## src/srs_pkg.sv

```systemverilog
// Purpose: shared constants for the service request status logic
// Assumes: 8-bit status byte, three request conditions
// Notes: the bit constants are the bit positions in the status byte, not their weights
package srs_pkg;
  // ==========================================================
  // Status byte layout
  localparam int unsigned SRS_NUM_COND = 3;
  localparam int unsigned SRS_BIT_DATA_READY = 0;
  localparam int unsigned SRS_BIT_CODE_ERROR = 1;
  localparam int unsigned SRS_BIT_INST_ERROR = 2;
  localparam int unsigned SRS_BIT_SUMMARY = 6;
  localparam logic [7:0] SRS_BYTE_RESET = 8'h00;
  localparam logic [2:0] SRS_COND_NONE = 3'h0;
  // ==========================================================
  // Enable mask
  localparam logic [2:0] SRS_MASK_DISABLED = 3'h2;
  localparam logic [2:0] SRS_MASK_FORCED = 3'h2;
  localparam logic [7:0] SRS_SUFFIX_FIELD = 8'h07;
endpackage : srs_pkg

```

## src/srs_cond_bit.sv

```systemverilog
// Purpose: one sticky condition bit of the status byte
// Assumes: set and clear are synchronous to clk_in
// Notes: a set in the clearing cycle is kept
`timescale 1ns/10ps
`default_nettype none
module srs_cond_bit (
  // Clock and reset
  input wire logic clk_in,
  input wire logic reset_in,
  // Control
  input wire logic set_in,
  input wire logic clear_in,
  // State
  output logic flag_out
);
  typedef struct packed {
    logic flag;
  } srs_bit_state_type;

  srs_bit_state_type state;
  srs_bit_state_type next_state;

  // ==========================================================
  // Sticky flag
  always_comb begin
    next_state = state;
    if (clear_in) begin
      next_state.flag = 1'b0;
    end
    // Set beats clear so no event is lost
    if (set_in) begin
      next_state.flag = 1'b1;
    end
  end

  always_ff @(posedge clk_in) begin
    if (reset_in) begin
      state <= '0;
    end else begin
      state <= next_state;
    end
  end

  assign flag_out = state.flag;
endmodule : srs_cond_bit
`default_nettype wire

```

## src/srs_service_request.sv

```systemverilog
// Purpose: status byte and service request line of the instrument
// Assumes: condition events are one-cycle pulses on clk_in
// Notes: serial poll returns the byte, then clears it
`timescale 1ns/10ps
`default_nettype none
module srs_service_request
  import srs_pkg::*;
(
  // Clock and reset
  input wire logic clk_in,
  input wire logic reset_in,
  // Condition events
  input wire logic data_ready_in,
  input wire logic code_error_in,
  input wire logic inst_error_in,
  // Mask load from the special function entry
  input wire logic mask_load_in,
  input wire logic [7:0] mask_suffix_in,
  // Clear actions; automatic operation input is unused
  input wire logic clear_message_in,
  input wire logic controller_reset_in,
  input wire logic automatic_operation_in,
  // Serial poll
  input wire logic serial_poll_in,
  output logic [7:0] status_byte_out,
  output logic status_valid_out,
  // Bus request and indicator
  output logic srq_out,
  output logic special_function_key_lamp_out,
  output logic [2:0] enable_mask_out
);
  typedef struct packed {
    logic [2:0] mask;
    logic [7:0] poll_byte;
    logic poll_valid;
  } srs_state_type;

  srs_state_type state;
  srs_state_type next_state;

  logic [SRS_NUM_COND-1:0] events;
  logic [SRS_NUM_COND-1:0] flags;
  logic [SRS_NUM_COND-1:0] sets;
  logic clear_all;
  logic [7:0] byte_now;

  // ==========================================================
  // Condition bits
  assign events = {inst_error_in, code_error_in, data_ready_in};
  // Automatic operation is not a clear source
  assign clear_all = serial_poll_in | clear_message_in |
                     controller_reset_in;
  assign sets = events & state.mask;

  genvar g;
  generate
    for (g = 0; g < SRS_NUM_COND; g++) begin : gen_cond
      srs_cond_bit u_bit (
        .clk_in(clk_in),
        .reset_in(reset_in),
        .set_in(sets[g]),
        .clear_in(clear_all),
        .flag_out(flags[g])
      );
    end
  endgenerate

  // ==========================================================
  // Status byte assembly
  always_comb begin
    byte_now = SRS_BYTE_RESET;
    byte_now[SRS_BIT_DATA_READY] = flags[SRS_BIT_DATA_READY];
    byte_now[SRS_BIT_CODE_ERROR] = flags[SRS_BIT_CODE_ERROR];
    byte_now[SRS_BIT_INST_ERROR] = flags[SRS_BIT_INST_ERROR];
    byte_now[SRS_BIT_SUMMARY] = |flags;
  end

  // ==========================================================
  // Mask and poll capture
  always_comb begin
    next_state = state;
    next_state.poll_valid = 1'b0;
    if (mask_load_in) begin
      next_state.mask = (mask_suffix_in[2:0] & SRS_SUFFIX_FIELD[2:0]) |
                        SRS_MASK_FORCED;
    end
    // Clear actions win over a load in the same cycle
    if (clear_message_in | controller_reset_in) begin
      next_state.mask = SRS_MASK_DISABLED;
    end
    if (serial_poll_in) begin
      next_state.poll_byte = byte_now;
      next_state.poll_valid = 1'b1;
    end
  end

  always_ff @(posedge clk_in) begin
    if (reset_in) begin
      state.mask <= SRS_MASK_DISABLED;
      state.poll_byte <= SRS_BYTE_RESET;
      state.poll_valid <= 1'b0;
    end else begin
      state <= next_state;
    end
  end

  // ==========================================================
  // Outputs
  assign status_byte_out = state.poll_byte;
  assign status_valid_out = state.poll_valid;
  assign srq_out = |flags;
  // No lamp path from the mask logic
  assign special_function_key_lamp_out = 1'b0;
  assign enable_mask_out = state.mask;
endmodule : srs_service_request
`default_nettype wire

```

## config.mk

```make
export PLATFORM = sky130hd
export DESIGN_NAME = srs_service_request
export DESIGN_NICKNAME = d
export VERILOG_FILES = /design/src/srs_pkg.sv /design/src/srs_cond_bit.sv /design/src/srs_service_request.sv
export SDC_FILE = /design/constraint.sdc
export NUM_CORES = 1
export LEC_CHECK = 0
export BUFFER_PORTS_ARGS = -buffer_cell sky130_fd_sc_hd__buf_2
export CAP_MARGIN = 20
export CORE_AREA = 2 2 39 41
export DETAILED_ROUTE_END_ITERATION = 16
export DIE_AREA = 0 0 41 43
export GPL_TIMING_DRIVEN = 0
export PLACE_DENSITY_LB_ADDON = 0.3
export RECOVER_POWER = 25
export SKIP_LAST_GASP = 1
export SYNTH_ARGS = -nofsm -noshare
export SYNTH_HDL_FRONTEND = slang
export SYNTH_HIERARCHICAL = 1
export SYNTH_SLANG_ARGS = --single-unit
```

## constraint.sdc

```tcl
create_clock -name clk_in -period 2.64 [get_ports clk_in]
set_input_delay 0.264 -clock clk_in [delete_from_list [all_inputs] [get_ports clk_in]]
set_output_delay 0.264 -clock clk_in [all_outputs]
set_load 0.02 [all_outputs]
```

# Word-level counts from Yosys, hierarchy flattened
# Cells that the tools add are included.
classes:
  bitwise_logic: 4
  mux: 5
  reduce_logical: 5
ops:
  columns: ["op", "count"]
  rows:
  - ["$reduce_bool 2->1", 3]
  - ["$mux 1", 5]
  - ["$and 3x3->3", 1]
  - ["$or 1x1->1", 3]
  - ["$reduce_or 3->1", 1]
  - ["$reduce_or 2->1", 1]
totals:
  ff_bits: 10
  elab_cells: 20
  output_inout_bits: 14

# Depth between registers and ports, before layout
depth:
  word_depth: 4
  ltp_mapped: 4
  ltp_nobuf: 3

# By module
# Netlist, hierarchy kept.
modules_own_cells:
  columns: ["mod", "area_each_um2", "cells_per_inst", "instances", "seq_area_each_um2"]
  rows:
  - ["srs_service_request", 327.8, 34, 1, 140.1]
  - ["srs_cond_bit", 38.8, 4, 3, 20.0]

# Least setup slack after synthesis
# No wires, ideal clock.
synth_path:
  path_kind: "input to register"
  start: "input port serial_poll_in"
  end: "register gen_cond[0].u_bit.state"
  setup_time_ns: 0.066
  t_required_ns: 2.574
  setup_slack_ns: 1.558
  path_stages: 4
  t_arrival_ns: 1.016
  n_path_buf: 1
  cell_sequence: "buf_6 > or3_4 > nand2b_1 > a21oi_2"
synth_via:
  elab_chain_cells: 3
synth_lines:
  columns: ["element", "line", "text"]
  rows:
  - ["start: declaration", "srs_service_request.sv:24", "input wire logic serial_poll_in,"]
  - ["$or 1x1->1 (2 in series)", "srs_service_request.sv:51", "assign clear_all = serial_poll_in | clear_message_in |"]
  - ["via clear_all", "srs_service_request.sv:44", "logic clear_all;"]
  - ["$reduce_bool 2->1 (no source line)", null, null]
  - ["end signal: assignment", "srs_cond_bit.sv:40", "state <= next_state;"]
  - ["end: declaration", "srs_cond_bit.sv:20", "srs_bit_state_type state;"]
# The timed path passes the listed nets, and every way through them passes these cells.
# A chain may end at the register's enable or synchronous reset.

# Final worst setup path
layout_path:
  start: "register gen_cond[0].u_bit.state"
  end: "output port srq_out"
layout_via:
  elab_chain_cells: 1
layout_lines:
  columns: ["element", "line", "text"]
  rows:
  - ["$reduce_or 3->1", "srs_service_request.sv:111", "assign srq_out = |flags;"]
  - ["end: declaration", "srs_service_request.sv:28", "output logic srq_out,"]
# No other way between the ends.

==> results.sh <==
export IMPL_fmaxAchievable_mhz=775
export IMPL_synth_avg_cell_area_um2=9.66
export IMPL_postCtsSetupRepairBufs=0
export IMPL_cap_viol_max_count=0
export IMPL_layout_commonest_cell="sky130_fd_sc_hd__buf_2"
export IMPL_initial_utilization=0.321
export IMPL_row_count=14
export IMPL_cts_root_buf="sky130_fd_sc_hd__clkbuf_4"
export IMPL_io_pins=32
export IMPL_setup_violations_final=0
export IMPL_synth_edff_count=0
export IMPL_route_detailed_drc=0
export IMPL_worstHoldEndpoint="enable_mask_out[0]"
export IMPL_global_route_overflow_total=0
export IMPL_mapped_area_um2=444
export IMPL_type_of_destination_of_the_critical_path="primary output"
export IMPL_synth_warnings=6
export IMPL_peakVddDrop_mv=0.208
export IMPL_routed_length_per_instance_um=8.22
export IMPL_detail_route_iter0_violations=0
export IMPL_antennaDiodeCount=0
export IMPL_grt_first_pass_wirelength_mm=1.12
export IMPL_die_width_um=41
export IMPL_run_status="complete, no violations"
export IMPL_number_of_antenna_violations_at_the_first_check_in_global_routing=0
export IMPL_h_tree_depth=1
export IMPL_crit_reg2reg_capture="status_byte_out[6]"
export IMPL_setup_tns_ns=0
export IMPL_synth_register_bits=10
export IMPL_die_h_um=43
export IMPL_async_flop_share=0
export IMPL_cts_hold_buf=0
export IMPL_synthFlopType="sky130_fd_sc_hd__dfxtp_1"
export IMPL_fin_crit_ns=1.29
export IMPL_whs_path_depth=2
export IMPL_final_max_slew_violation_count=0
export IMPL_holdWs_ns=0.208
export IMPL_grt_pass1_vias=313
export IMPL_grt_start_max_net_pins=11
export IMPL_final_cell_mix="sky130_fd_sc_hd__buf_2, sky130_fd_sc_hd__dfxtp_1, sky130_fd_sc_hd__buf_4, sky130_fd_sc_hd__conb_1, sky130_fd_sc_hd__mux2i_1"
export IMPL_setup_slack_reg_to_reg_ns=1.84
export IMPL_place_hpwl_um=560
export IMPL_finalHoldViolCount=0
export IMPL_cts_clk_slew_worst_paths_ns=0.06
export IMPL_core_area_mm2=0.00138
export IMPL_synth_distinct_cells=15
export IMPL_dr_pass1_iters=1
export IMPL_post_synth_inst_count=46
export IMPL_rr_worst_depth=2
export IMPL_power_density_mw_per_mm2=512
export IMPL_wl_um=707
export IMPL_timing_hold_worst_start="controller_reset_in"
export IMPL_cp_max_fo=3
export IMPL_cts_tree="built"
export IMPL_finalCritPeriodShare=0.489
export IMPL_globalRouteTotalUtil=0.0986
export IMPL_place_gp_congestion=0.666
export IMPL_placement_io_buffers=17
export IMPL_final_nets=90
export IMPL_vias=341
export IMPL_clockBufferDepth=2
export IMPL_clkSinkCount=10
export IMPL_proportion_of_synthesized_chip_area_in_sequential_cells=0.451
export IMPL_holdCritPathClass="input port to flip-flop"
export IMPL_post_drt_via_cell_ratio=3.97
export IMPL_rsz_0062_raised_after_global_routing="no"
export IMPL_worst_setup_path_class="flip-flop to primary output"
export IMPL_finalCoreUtilization=0.423
export IMPL_drtAntennaViolNets=0
export IMPL_clock_latency_ns=0.25
export IMPL_cp_required_ns=2.38
export IMPL_p_leak_nw=0.297
export IMPL_tritoncts_buffer_count=3
export IMPL_drive_gt1_frac=0.429
export IMPL_floorplan_die_area_mm2=0.00176
export IMPL_cts_resized=0
export IMPL_critPathLaunchType="flip-flop"
export IMPL_clock_skew_ns=0.00296
export IMPL_r2r_start="gen_cond[0].u_bit/flag_out"
export IMPL_crit_path_arrival_time_ns=1.03
export IMPL_syn2layout_area_growth_pct=31.8
-- power by group --
part,total [mW],internal [mW],switching (mW)
Clock,0.0961,0.0522,0.0439
Combinational,0.0466,0.0210,0.0256
Sequential,0.157,0.155,0.00193
Total,0.300,0.228,0.0714
-- logic make-up (layout without fill, tap and decap cells) --
group                  after synthesis  count (layout)  share of synthesized area
and+or+nand+nor                     14              14                      0.183
buffers and inverters               11              31                      0.161
DFF                                 10              10                      0.451
muxes                                5               5                      0.113
AOI/OAI and AO/OA                    4               4                     0.0761
other                                2               6                     0.0169
-- through the flow --
stage	instance area, um2	std cells	power [mW]	worst slack, ns
3_3_place_gp	564	83	0.207	1.53
2_1_floorplan	459	50	0.192	1.56
5_1_grt	586	86	0.318	1.25
3_5_place_dp	564	83	0.208	1.52
6_report	586	86	0.300	1.35
4_1_cts	587	86	0.305	1.34
-- flip-flops by register name, indices dropped and copies added, names as in the netlist --
| signal | count |
|---|---|
| enable_mask_out | 2 |
| status_valid_out | 1 |
| gen_cond.u_bit/flag_out | 3 |
| status_byte_out | 4 |
-- worst max-delay path: stages, from the launching register on --
cell and delay, ns:
sky130_fd_sc_hd__dfxtp_1 0.33, sky130_fd_sc_hd__nor3_1 0.24, sky130_fd_sc_hd__inv_1 0.06, sky130_fd_sc_hd__buf_2 0.16
-- worst max path at each step --
stage,end,cells past startpoint,from
floorplan,gen_cond[0].u_bit/flag_out,4,serial_poll_in
global placement,gen_cond[2].u_bit/flag_out,4,serial_poll_in
detailed placement,gen_cond[2].u_bit/flag_out,4,serial_poll_in
CTS,srq_out,3,gen_cond[0].u_bit/flag_out
global route,srq_out,3,gen_cond[0].u_bit/flag_out
finish,srq_out,3,gen_cond[0].u_bit/flag_out
-- synthesized netlist by cell type (all sizes together) (2+ instances only) --
cell	n	area, um2
inv	4	15.0
nor4	2	12.5
a21oi	3	26.3
buf	7	56.3
conb	2	7.51
mux2i	5	50.1
nand2b	3	18.8
nor2	4	15.0
and2	2	12.5
dfxtp	10	200
-- metal layers --
layer	GRT usage	wire, um
met1	0.110	317
met2	0.144	321
met3	0.0157	46
met4	0.100	22
met5	0	0
-- layout make-up --
type | instances | area, um2
Tap cell | 16 | 20.0
Sequential cell | 10 | 200
Fill cell | 142 | 798
Timing Repair Buffer | 17 | 83.8
Clock buffer | 3 | 22.5
Buffer | 7 | 56.3
Multi-Input combinational cell | 29 | 188
Inverter | 4 | 15.0
No activity file was read; power rests on OpenSTA's default activity.
